File: src/sck_pkg.sv
package sck_pkg;

  // ----------------------------------------------------------------------
  // Register map
  // ----------------------------------------------------------------------
  localparam logic [31:0] SCC_OFS = 32'h0000_0000;
  localparam logic [31:0] POWER_CTRL_REG_OFS = 32'h0000_0004;
  localparam logic [31:0] OSC_OFS = 32'h0000_0008;
  localparam logic [31:0] STAT_OFS = 32'h0000_000C;

  typedef enum logic [2:0] {
    IDX_SCC = 3'b000,
    IDX_POWER_CTRL_REG = 3'b001,
    IDX_OSC = 3'b010,
    IDX_STAT = 3'b011,
    IDX_NONE = 3'b111
  } sck_idx_t;

  // ----------------------------------------------------------------------
  // Field positions
  // ----------------------------------------------------------------------
  localparam int SCC_SEL_LSB = 5;
  localparam int SCC_HS_SRC = 3;
  localparam int SCC_HS_KEEP = 1;
  localparam int SCC_LS_KEEP = 0;
  localparam int POWER_CTRL_REG_DPD = 0;
  localparam int OSC_XEN = 0;
  localparam int OSC_RPU = 1;
  localparam int OSC_XDIV2 = 2;
  localparam int OSC_XHALF = 3;
  localparam int OSC_FRC_EN = 4;
  localparam int STAT_MODE_LSB = 0;
  localparam int STAT_CPU = 3;
  localparam int STAT_LDO = 4;
  localparam int STAT_HS = 5;
  localparam int STAT_SUB = 6;
  localparam int STAT_SYS = 7;
  localparam int STAT_SLOW_RC_OSC = 8;

  // ----------------------------------------------------------------------
  // Reset values and codes
  // ----------------------------------------------------------------------
  localparam logic [2:0] SEL_RST = 3'h1;
  localparam logic [2:0] SEL_SUB = 3'h7;
  localparam logic [2:0] EXP_NONE = 3'h0;
  localparam logic FRC_EN_RST = 1'h1;
  localparam int OSC_XTAL = 0;
  localparam int OSC_FRC = 1;
  localparam int OSC_SLOW = 2;
  localparam logic [1:0] RESP_OKAY = 2'h0;
  localparam logic [1:0] RESP_SLVERR = 2'h2;

  typedef enum logic [2:0] {
    MODE_NORMAL = 3'b000,
    MODE_SLOW = 3'b001,
    MODE_SLEEP = 3'b010,
    MODE_IDLE_LP = 3'b011,
    MODE_IDLE_BOTH = 3'b100,
    MODE_IDLE_HS = 3'b101,
    MODE_DEEP = 3'b110
  } sck_mode_t;

endpackage

File: src/sck_pow2_div.sv
`timescale 1ns/1ps
module sck_pow2_div (
  // Clock and reset.
  input wire logic aclk,
  input wire logic aresetn,
  // Source level, already synchronised, and requested power of two.
  input wire logic src_lvl,
  input wire logic [2:0] div_exp,
  // Divided level.
  output logic div_lvl
);

  typedef struct packed {
    logic prev;
    logic [6:0] cnt;
    logic [2:0] exp_act;
    logic lvl;
  } sck_div_st_t;

  sck_div_st_t s_q;
  sck_div_st_t s_d;

  function automatic logic tap(input logic [6:0] cnt, input logic src,
                               input logic [2:0] e);
    logic [7:0] taps;
    taps = {cnt, src};
    return taps[e];
  endfunction

  always_comb begin
    logic [6:0] cnt_n;
    cnt_n = s_q.cnt;
    s_d = s_q;
    s_d.prev = src_lvl;
    if (src_lvl && !s_q.prev) begin
      cnt_n = s_q.cnt + 7'h01;
    end
    s_d.cnt = cnt_n;
    // A new ratio is taken only while the old and new outputs are low.
    if (div_exp != s_q.exp_act && !s_q.lvl &&
        !tap(cnt_n, src_lvl, div_exp)) begin
      s_d.exp_act = div_exp;
    end
    s_d.lvl = tap(cnt_n, src_lvl, s_d.exp_act);
    if (!aresetn) begin
      s_d = '0;
    end
  end

  always_ff @(posedge aclk) begin
    s_q <= s_d;
  end

  assign div_lvl = s_q.lvl;

endmodule

File: src/sck_top.sv
`timescale 1ns/1ps
// What this block does
// - System clock is high-speed clock divided 1 to 64, or sub clock at 111.
// - High-speed clock comes from crystal or fast RC oscillator.
// - Source select 0 picks fast RC, 1 picks crystal.
// - Crystal runs only when both its enable and radio power-up are set.
// - Crystal frequency may be halved or quartered by two select bits.
// - Sub clock is derived from slow RC oscillator only.
// - In slow mode high-speed oscillator follows its own enable bit.
// - Deep sleep clocks time base 0 from slow RC, gated by watchdog.
// - Seven modes; CPU runs only in normal and slow.
// - Normal mode: regulator on, high-speed, sub and slow RC clocks run.
// - Slow mode: regulator on, CPU clocked from sub clock.
// - Stop with both keeps and deep power-down low enters sleep.
// - Stop with only low-speed keep enters low-speed idle.
// - Stop with both keeps high enters idle with both clocks.
// - Stop with only high-speed keep enters high-speed idle.
// - Stop with deep power-down enters deep sleep, regulator off.
// - Sleep and deep sleep run slow RC only when watchdog enabled.
// - Enabled watchdog keeps slow RC running even with keep bit clear.
module sck_top (
  // Clock and reset.
  input wire logic aclk,
  input wire logic aresetn,
  // Register bus, write channels.
  input wire logic [31:0] s_axi_awaddr,
  input wire logic [2:0] s_axi_awprot,
  input wire logic s_axi_awvalid,
  output logic s_axi_awready,
  input wire logic [31:0] s_axi_wdata,
  input wire logic [3:0] s_axi_wstrb,
  input wire logic s_axi_wvalid,
  output logic s_axi_wready,
  output logic [1:0] s_axi_bresp,
  output logic s_axi_bvalid,
  input wire logic s_axi_bready,
  // Register bus, read channels.
  input wire logic [31:0] s_axi_araddr,
  input wire logic [2:0] s_axi_arprot,
  input wire logic s_axi_arvalid,
  output logic s_axi_arready,
  output logic [31:0] s_axi_rdata,
  output logic [1:0] s_axi_rresp,
  output logic s_axi_rvalid,
  input wire logic s_axi_rready,
  // CPU and watchdog.
  input wire logic stop_instruction,
  input wire logic wake_event,
  input wire logic wdt_en,
  // Oscillator levels.
  input wire logic crystal_osc,
  input wire logic fast_rc_osc,
  input wire logic slow_rc_osc,
  // Oscillator and regulator enables.
  output logic xtal_run,
  output logic fast_rc_run,
  output logic slow_rc_run,
  output logic ldo_en,
  // CPU state and delivered clocks.
  output logic cpu_run,
  output logic [2:0] op_mode,
  output logic sys_clock,
  output logic hs_clock,
  output logic sub_clock,
  output logic slow_rc_clock,
  output logic tb0_clock
);

  typedef struct packed {
    logic awready;
    logic wready;
    logic bvalid;
    logic [1:0] bresp;
    logic aw_have;
    logic w_have;
    sck_pkg::sck_idx_t aw_idx;
    logic [7:0] w_data;
    logic w_lane0;
    logic arready;
    logic rvalid;
    logic [1:0] rresp;
    logic [31:0] rdata;
    logic [2:0] sys_clk_sel;
    logic hs_src_sel;
    logic hs_osc_halt_keep;
    logic ls_osc_halt_keep;
    logic deep_power_down;
    logic xtal_osc_en;
    logic radio_power_up_n;
    logic xtal_div2_sel;
    logic xtal_clk_half_sel;
    logic fast_rc_en;
    logic [2:0] osc_s1;
    logic [2:0] osc_s2;
    sck_pkg::sck_mode_t mode;
    logic cpu_run;
    logic ldo_en;
    logic hs_run;
    logic sub_run;
    logic sys_run;
    logic slow_rc_osc_run;
    logic xtal_run;
    logic fast_rc_run;
    logic hs_xtal_act;
    logic hs_lvl;
    logic sys_sub_act;
    logic sys_gate;
    logic sys_clk;
    logic hs_gate;
    logic hs_clk;
    logic sub_gate;
    logic sub_clk;
    logic slow_rc_osc_gate;
    logic slow_rc_osc_clk;
    logic tb0_clk;
  } sck_top_st_t;

  sck_top_st_t s_q;
  sck_top_st_t s_d;
  logic xtal_div_lvl;
  logic sys_div_lvl;

  // ----------------------------------------------------------------------
  // Helpers
  // ----------------------------------------------------------------------
  function automatic sck_pkg::sck_idx_t reg_idx(input logic [31:0] a);
    case (a)
      sck_pkg::SCC_OFS: return sck_pkg::IDX_SCC;
      sck_pkg::POWER_CTRL_REG_OFS: return sck_pkg::IDX_POWER_CTRL_REG;
      sck_pkg::OSC_OFS: return sck_pkg::IDX_OSC;
      sck_pkg::STAT_OFS: return sck_pkg::IDX_STAT;
      default: return sck_pkg::IDX_NONE;
    endcase
  endfunction

  // A gate opens or closes only while its source and its output are low.
  function automatic logic gate_upd(input logic g, input logic want,
                                    input logic src, input logic out);
    return (!src && !out) ? want : g;
  endfunction

  function automatic sck_pkg::sck_mode_t stop_mode(input logic dpd,
                                                   input logic hk,
                                                   input logic lk);
    if (dpd) begin
      return sck_pkg::MODE_DEEP;
    end else if (hk && lk) begin
      return sck_pkg::MODE_IDLE_BOTH;
    end else if (hk) begin
      return sck_pkg::MODE_IDLE_HS;
    end else if (lk) begin
      return sck_pkg::MODE_IDLE_LP;
    end
    return sck_pkg::MODE_SLEEP;
  endfunction

  // ----------------------------------------------------------------------
  // Dividers
  // ----------------------------------------------------------------------
  sck_pow2_div u_xtal_div (
    .aclk(aclk),
    .aresetn(aresetn),
    .src_lvl(s_q.osc_s2[sck_pkg::OSC_XTAL]),
    .div_exp(3'(s_q.xtal_div2_sel) + 3'(s_q.xtal_clk_half_sel)),
    .div_lvl(xtal_div_lvl)
  );

  sck_pow2_div u_sys_div (
    .aclk(aclk),
    .aresetn(aresetn),
    .src_lvl(s_q.hs_lvl),
    .div_exp((s_q.sys_clk_sel == sck_pkg::SEL_SUB) ? sck_pkg::EXP_NONE :
             s_q.sys_clk_sel),
    .div_lvl(sys_div_lvl)
  );

  // ----------------------------------------------------------------------
  // Next state
  // ----------------------------------------------------------------------
  always_comb begin
    logic [31:0] rd;
    logic hs_cand;
    logic sys_cand;
    logic sys_src;
    logic slow_lvl;
    logic hs_own_en;
    rd = '0;
    hs_cand = 1'b0;
    sys_cand = 1'b0;
    sys_src = 1'b0;
    slow_lvl = 1'b0;
    hs_own_en = 1'b0;
    s_d = s_q;
    s_d.osc_s1 = {slow_rc_osc, fast_rc_osc, crystal_osc};
    s_d.osc_s2 = s_q.osc_s1;
    slow_lvl = s_q.osc_s2[sck_pkg::OSC_SLOW];

    // Bus writes: address and data are held independently.
    if (s_axi_awvalid && s_q.awready) begin
      s_d.aw_have = 1'b1;
      s_d.aw_idx = reg_idx(s_axi_awaddr);
    end
    if (s_axi_wvalid && s_q.wready) begin
      s_d.w_have = 1'b1;
      s_d.w_data = s_axi_wdata[7:0];
      s_d.w_lane0 = s_axi_wstrb[0];
    end
    if (s_q.aw_have && s_q.w_have && !s_q.bvalid) begin
      s_d.aw_have = 1'b0;
      s_d.w_have = 1'b0;
      s_d.bvalid = 1'b1;
      s_d.bresp = (s_q.aw_idx == sck_pkg::IDX_NONE) ?
                  sck_pkg::RESP_SLVERR : sck_pkg::RESP_OKAY;
      if (s_q.w_lane0) begin
        case (s_q.aw_idx)
          sck_pkg::IDX_SCC: begin
            s_d.sys_clk_sel = s_q.w_data[sck_pkg::SCC_SEL_LSB +: 3];
            s_d.hs_src_sel = s_q.w_data[sck_pkg::SCC_HS_SRC];
            s_d.hs_osc_halt_keep = s_q.w_data[sck_pkg::SCC_HS_KEEP];
            s_d.ls_osc_halt_keep = s_q.w_data[sck_pkg::SCC_LS_KEEP];
          end
          sck_pkg::IDX_POWER_CTRL_REG: begin
            s_d.deep_power_down = s_q.w_data[sck_pkg::POWER_CTRL_REG_DPD];
          end
          sck_pkg::IDX_OSC: begin
            s_d.xtal_osc_en = s_q.w_data[sck_pkg::OSC_XEN];
            s_d.radio_power_up_n = s_q.w_data[sck_pkg::OSC_RPU];
            s_d.xtal_div2_sel = s_q.w_data[sck_pkg::OSC_XDIV2];
            s_d.xtal_clk_half_sel = s_q.w_data[sck_pkg::OSC_XHALF];
            s_d.fast_rc_en = s_q.w_data[sck_pkg::OSC_FRC_EN];
          end
          default: begin
          end
        endcase
      end
    end
    if (s_q.bvalid && s_axi_bready) begin
      s_d.bvalid = 1'b0;
    end
    s_d.awready = !s_d.aw_have && !s_d.bvalid;
    s_d.wready = !s_d.w_have && !s_d.bvalid;

    // Bus reads.
    case (reg_idx(s_axi_araddr))
      sck_pkg::IDX_SCC: begin
        rd[sck_pkg::SCC_SEL_LSB +: 3] = s_q.sys_clk_sel;
        rd[sck_pkg::SCC_HS_SRC] = s_q.hs_src_sel;
        rd[sck_pkg::SCC_HS_KEEP] = s_q.hs_osc_halt_keep;
        rd[sck_pkg::SCC_LS_KEEP] = s_q.ls_osc_halt_keep;
      end
      sck_pkg::IDX_POWER_CTRL_REG: begin
        rd[sck_pkg::POWER_CTRL_REG_DPD] = s_q.deep_power_down;
      end
      sck_pkg::IDX_OSC: begin
        rd[sck_pkg::OSC_XEN] = s_q.xtal_osc_en;
        rd[sck_pkg::OSC_RPU] = s_q.radio_power_up_n;
        rd[sck_pkg::OSC_XDIV2] = s_q.xtal_div2_sel;
        rd[sck_pkg::OSC_XHALF] = s_q.xtal_clk_half_sel;
        rd[sck_pkg::OSC_FRC_EN] = s_q.fast_rc_en;
      end
      sck_pkg::IDX_STAT: begin
        rd[sck_pkg::STAT_MODE_LSB +: 3] = s_q.mode;
        rd[sck_pkg::STAT_CPU] = s_q.cpu_run;
        rd[sck_pkg::STAT_LDO] = s_q.ldo_en;
        rd[sck_pkg::STAT_HS] = s_q.hs_run;
        rd[sck_pkg::STAT_SUB] = s_q.sub_run;
        rd[sck_pkg::STAT_SYS] = s_q.sys_run;
        rd[sck_pkg::STAT_SLOW_RC_OSC] = s_q.slow_rc_osc_run;
      end
      default: begin
      end
    endcase
    if (s_axi_arvalid && s_q.arready) begin
      s_d.arready = 1'b0;
      s_d.rvalid = 1'b1;
      s_d.rdata = rd;
      s_d.rresp = (reg_idx(s_axi_araddr) == sck_pkg::IDX_NONE) ?
                  sck_pkg::RESP_SLVERR : sck_pkg::RESP_OKAY;
    end
    if (s_q.rvalid && s_axi_rready) begin
      s_d.rvalid = 1'b0;
      s_d.arready = 1'b1;
    end

    // Operating mode.
    case (s_q.mode)
      sck_pkg::MODE_NORMAL, sck_pkg::MODE_SLOW: begin
        if (stop_instruction) begin
          s_d.mode = stop_mode(s_q.deep_power_down, s_q.hs_osc_halt_keep,
                               s_q.ls_osc_halt_keep);
        end else if (s_q.sys_clk_sel == sck_pkg::SEL_SUB) begin
          s_d.mode = sck_pkg::MODE_SLOW;
        end else begin
          s_d.mode = sck_pkg::MODE_NORMAL;
        end
      end
      sck_pkg::MODE_SLEEP, sck_pkg::MODE_IDLE_LP, sck_pkg::MODE_IDLE_BOTH,
      sck_pkg::MODE_IDLE_HS, sck_pkg::MODE_DEEP: begin
        if (wake_event) begin
          s_d.mode = (s_q.sys_clk_sel == sck_pkg::SEL_SUB) ?
                     sck_pkg::MODE_SLOW : sck_pkg::MODE_NORMAL;
        end
      end
      default: begin
        s_d.mode = sck_pkg::MODE_NORMAL;
      end
    endcase

    // Run flags follow the mode being entered.
    hs_own_en = s_q.hs_src_sel ? (s_q.xtal_osc_en && s_q.radio_power_up_n)
                               : s_q.fast_rc_en;
    s_d.cpu_run = (s_d.mode == sck_pkg::MODE_NORMAL) ||
                  (s_d.mode == sck_pkg::MODE_SLOW);
    s_d.ldo_en = (s_d.mode != sck_pkg::MODE_DEEP);
    s_d.sub_run = s_d.cpu_run || (s_d.mode == sck_pkg::MODE_IDLE_LP) ||
                  (s_d.mode == sck_pkg::MODE_IDLE_BOTH);
    case (s_d.mode)
      sck_pkg::MODE_NORMAL: s_d.hs_run = 1'b1;
      sck_pkg::MODE_SLOW: s_d.hs_run = hs_own_en;
      sck_pkg::MODE_IDLE_BOTH: s_d.hs_run = 1'b1;
      sck_pkg::MODE_IDLE_HS: s_d.hs_run = 1'b1;
      default: s_d.hs_run = 1'b0;
    endcase
    s_d.sys_run = s_d.cpu_run || (s_d.mode == sck_pkg::MODE_IDLE_BOTH) ||
                  ((s_d.mode == sck_pkg::MODE_IDLE_LP) &&
                   (s_q.sys_clk_sel == sck_pkg::SEL_SUB)) ||
                  ((s_d.mode == sck_pkg::MODE_IDLE_HS) &&
                   (s_q.sys_clk_sel != sck_pkg::SEL_SUB));
    s_d.slow_rc_osc_run = wdt_en || ((s_d.mode != sck_pkg::MODE_SLEEP) &&
                   (s_d.mode != sck_pkg::MODE_DEEP));
    s_d.xtal_run = s_q.xtal_osc_en && s_q.radio_power_up_n &&
                   (s_d.cpu_run || (s_d.hs_run && s_q.hs_src_sel));
    s_d.fast_rc_run = (s_q.fast_rc_en && s_d.cpu_run) ||
                      (s_d.hs_run && !s_q.hs_src_sel);

    // High-speed source switch.
    hs_cand = s_q.hs_src_sel ? xtal_div_lvl :
              s_q.osc_s2[sck_pkg::OSC_FRC];
    if (s_q.hs_src_sel != s_q.hs_xtal_act && !s_q.hs_lvl && !hs_cand) begin
      s_d.hs_xtal_act = s_q.hs_src_sel;
    end
    s_d.hs_lvl = s_d.hs_xtal_act ? xtal_div_lvl :
                 s_q.osc_s2[sck_pkg::OSC_FRC];

    // System clock source switch and gate.
    sys_cand = (s_q.sys_clk_sel == sck_pkg::SEL_SUB) ? slow_lvl :
               sys_div_lvl;
    if ((s_q.sys_clk_sel == sck_pkg::SEL_SUB) != s_q.sys_sub_act &&
        !s_q.sys_clk && !sys_cand) begin
      s_d.sys_sub_act = (s_q.sys_clk_sel == sck_pkg::SEL_SUB);
    end
    sys_src = s_d.sys_sub_act ? slow_lvl : sys_div_lvl;
    s_d.sys_gate = gate_upd(s_q.sys_gate, s_d.sys_run, sys_src, s_q.sys_clk);
    s_d.sys_clk = s_d.sys_gate && sys_src;
    s_d.hs_gate = gate_upd(s_q.hs_gate, s_d.hs_run, s_q.hs_lvl, s_q.hs_clk);
    s_d.hs_clk = s_d.hs_gate && s_q.hs_lvl;
    s_d.sub_gate = gate_upd(s_q.sub_gate, s_d.sub_run, slow_lvl,
                            s_q.sub_clk);
    s_d.sub_clk = s_d.sub_gate && slow_lvl;
    s_d.slow_rc_osc_gate = gate_upd(s_q.slow_rc_osc_gate, s_d.slow_rc_osc_run, slow_lvl,
                             s_q.slow_rc_osc_clk);
    s_d.slow_rc_osc_clk = s_d.slow_rc_osc_gate && slow_lvl;
    s_d.tb0_clk = (s_q.mode == sck_pkg::MODE_DEEP) ? s_q.slow_rc_osc_clk :
                  s_q.sub_clk;

    if (!aresetn) begin
      s_d = '0;
      s_d.awready = 1'b1;
      s_d.wready = 1'b1;
      s_d.arready = 1'b1;
      s_d.aw_idx = sck_pkg::IDX_NONE;
      s_d.sys_clk_sel = sck_pkg::SEL_RST;
      s_d.fast_rc_en = sck_pkg::FRC_EN_RST;
      s_d.mode = sck_pkg::MODE_NORMAL;
      s_d.cpu_run = 1'b1;
      s_d.ldo_en = 1'b1;
      s_d.hs_run = 1'b1;
      s_d.sub_run = 1'b1;
      s_d.sys_run = 1'b1;
      s_d.slow_rc_osc_run = 1'b1;
      s_d.fast_rc_run = 1'b1;
    end
  end

  always_ff @(posedge aclk) begin
    s_q <= s_d;
  end

  // ----------------------------------------------------------------------
  // Outputs
  // ----------------------------------------------------------------------
  assign s_axi_awready = s_q.awready;
  assign s_axi_wready = s_q.wready;
  assign s_axi_bresp = s_q.bresp;
  assign s_axi_bvalid = s_q.bvalid;
  assign s_axi_arready = s_q.arready;
  assign s_axi_rdata = s_q.rdata;
  assign s_axi_rresp = s_q.rresp;
  assign s_axi_rvalid = s_q.rvalid;
  assign xtal_run = s_q.xtal_run;
  assign fast_rc_run = s_q.fast_rc_run;
  assign slow_rc_run = s_q.slow_rc_osc_run;
  assign ldo_en = s_q.ldo_en;
  assign cpu_run = s_q.cpu_run;
  assign op_mode = s_q.mode;
  assign sys_clock = s_q.sys_clk;
  assign hs_clock = s_q.hs_clk;
  assign sub_clock = s_q.sub_clk;
  assign slow_rc_clock = s_q.slow_rc_osc_clk;
  assign tb0_clock = s_q.tb0_clk;

  logic run_q;
  assign run_q = (s_q.mode == sck_pkg::MODE_NORMAL) ||
                 (s_q.mode == sck_pkg::MODE_SLOW);
endmodule

File: config.mk
export PLATFORM = sky130hd
export DESIGN_NAME = sck_top
export DESIGN_NICKNAME = d
export VERILOG_FILES = /design/src/sck_pkg.sv /design/src/sck_pow2_div.sv /design/src/sck_top.sv
export SDC_FILE = /design/constraint.sdc
export NUM_CORES = 1
export LEC_CHECK = 0
export ABC_AREA = 1
export BUFFER_PORTS_ARGS = -buffer_cell sky130_fd_sc_hd__buf_2
export CORE_AREA = 2 2 85 148
export DETAILED_ROUTE_END_ITERATION = 12
export DIE_AREA = 0 0 87 150
export MAX_ROUTING_LAYER = met4
export PLACE_DENSITY = 0.79
export SKIP_CTS_REPAIR_TIMING = 1
export SLEW_MARGIN = 20
export SYNTH_ARGS = -nofsm -noshare
export SYNTH_HDL_FRONTEND = slang
export SYNTH_SLANG_ARGS = --single-unit
File: constraint.sdc
create_clock -name aclk -period 1.7 [get_ports aclk]
set_input_delay 0.34 -clock aclk [delete_from_list [all_inputs] [get_ports aclk]]
set_output_delay 0.34 -clock aclk [all_outputs]
set_load 0.1 [all_outputs]
==> reports/results.ini <==
[synthesis]
synth_area_leaders = dfxtp_1 (41%), nand2_1 (11%), nor2_1 (8.2%)
ys.flop_type = dfxtp_1
netlist_area_um2 = 4640
syn_inst = 659
synth_common_cells = nand2_1 (135), nor2_1 (102), dfxtp_1 (95), inv_1 (69), o21ai_0 (46)
seq_area_frac_synth_pct = 41.0
synth_top_area_share_pct = 41.0
synth_edf_count = 0
post-synth-top-count-cell = nand2_1
yosysTopAreaCell = dfxtp_1
postSynth.asyncResetShare_pct = 0
ys_warn_count = 0
ys_types = 43
yosys_register_bits = 95
syn_avg_cell_area_um2 = 7.04

[critical_path]
worstSetupPathType = flip-flop to flip-flop
cp.arrival_ps = 2160
start_kind = flip-flop
worstSetupEndpointType = flip-flop
cp_max_fo = 7
crit_required_ps = 1950

[clocking]
clk-insertion-delay-late_ps = 360
cts-buffers-inserted = 9
clk_pin_slew_ps = 70
ctsRootBufferMaster = clkbuf_16
htree_levels = 3
clock_sinks = 95
cts_buffer_depth = 2
cts_tree = done

[place]
dpl_cell_area_um2 = 5740
dp_hpwl_mm = 8.82
portBuffers = 114
place_congestion = 0.867

[power_and_ir_drop]
pwr-share-seq_pct = 39.5
switching_power_mw = 2.05
netSwitchingFraction_pct = 33.2
power.internal_mw = 4.12
combPwrFrac_pct = 24.6
clkPwrFrac_pct = 35.9
irDropWorstVdd_uv = 716
cellLeakagePower_nw = 3.06
powerDensity_nw_per_um2 = 967

[timing]
rsz0062_at_grt = true
fin_tns_setup_ps = -827
fin_skew_ps = 14.2
relSlewSlack_pct = 65.3
fin_crit_ps = 1910
fin_crit_sh_pct = 112
fmax_mhz = 524
worst_pin_slew_ps = 524
slew_violations = 0
hold_violations = 0
finalSetupViolCount = 8
setup_slack_ps = -207

[final_layout]
diodes = 0
syn_to_final_growth_pct = 37.5
final_nets = 954
fin_util_pct = 53.8
finalInstanceArea_um2 = 6380
drive_gt1_share_pct = 35.7

[run_status]
violations = setup timing
status = finished, violations left

[global_routing]
track_usage_pct = 18.4
grt_max_degree = 24
grt-ovfl-total = 0
grt_first_pass_wirelength_mm = 18.6
busiest_layer = met2
use_met3_pct = 2.70
grt_use_met1_pct = 18.5
antenna_found_initial = 0
grt_pass1_vias = 4313
grtUsageMet2_pct = 33.4

[min_path]
hold_path.class = input port to flip-flop

[routing]
drc = 0
drt_iter0_markers = 150
drtAntennaViolNets = 0
wl_mm = 12.0
via_count = 4652
drt_pre_antenna_iters = 5
vias_per_cell = 4.78
avgRoutedWirePerCell_um = 12.4

[floorplanning]
die_area_um2 = 13100
rows = 53
core_um2 = 11900
ios = 173
fp.dieH_um = 150
fp.dieW_um = 87
start_util_pct = 39.1

[job]
drv_cap = 0

routing by layer:
| layer | share of wire (%) | up-vias |
|---|---|---|
| met5 | 0 | - |
| met4 | 3.3 | 0 |
| met3 | 3.5 | 29 |
| met2 | 54 | 118 |
| met1 | 39 | 2105 |
| li1 | - | 2400 |
per-stage QoR:
step	hold slack, ps	instances	setup WS (ps)	total power, mW
finish	169	974	-207	6.18
floorplan	390	683	0.584	3.56
global placement	395	951	-144	3.83
global route	193	974	-325	6.42
CTS	168	967	-235	6.05
detailed placement	397	951	-197	3.85
power by group through the flow:
stage	sequential (mW)	clock [mW]	combinational, mW
2_1_floorplan	2.62	0	0.941
3_3_place_gp	2.48	0	1.35
3_5_place_dp	2.49	0	1.37
4_1_cts	2.44	2.24	1.37
5_1_grt	2.45	2.34	1.63
6_report	2.44	2.22	1.52
layout by cell type (no fill, tap or decap), types with 12 or more instances in the layout:
cell,Yosys,layout
nor2_1,102,97
inv_2,4,12
nand2_1,135,124
buf_2,0,114
buf_4,40,70
nand3_1,42,38
o21ai_0,46,39
inv_1,69,61
dfxtp_1,95,81
a21oi_1,31,28
conb_1,1,25
logic make-up after synthesis:
family	count (synthesis)	share of synthesized area, %
flip-flops	95	41.0
adder cells (fa/ha/maj)	3	0.809
buffers and inverters	125	13.3
multiplexers	1	0.216
AND/OR/NAND/NOR	326	30.5
AO/OA/AOI/OAI	103	13.2
XOR/XNOR	5	0.943
other	1	0.0808
flip-flops by register name, indices dropped and copies added, names as in the netlist, 3 cells and up, named ones only:
register and flops:
op_mode 3, s_axi_rdata 9, u_xtal_div.s_q 11, u_sys_div.s_q 11
s_q 41
worst max-delay path: stages (launching register included):
cell,delay (ps)
dfxtp_1,350
buf_4,160
a21oi_4,250
nand2_1,90
nand3_1,90
nand2_1,110
a21oi_4,240
nand3_1,170
nand3_1,140
nand3_1,90
nand3_1,80
nand2_1,50
area by class of cell:
type / count / area (µm²)
Inverter: 74 / 278
Multi-Input combinational cell: 463 / 2520
Clock inverter: 7 / 104
Sequential cell: 95 / 1930
Fill cell: 1043 / 5490
Tap cell: 137 / 171
Timing Repair Buffer: 189 / 1160
Clock buffer: 9 / 225
final timing paths:
path | from | end | slack, ps | cells past startpoint
setup reg to reg | s_q[40]$_SDFFE_PN0P_ | u_sys_div.div_lvl$_SDFF_PN0_ | -210 | 11
hold reg to reg | s_q[26]$_SDFF_PN0_ | s_q[23]$_SDFF_PN0_ | 410 | 2
setup / recovery | s_q[40]$_SDFFE_PN0P_ | u_sys_div.div_lvl$_SDFF_PN0_ | -210 | 11
hold / removal | crystal_osc | s_q[26]$_SDFF_PN0_ | 170 | 3
No activity file was read; power rests on OpenSTA's default activity.
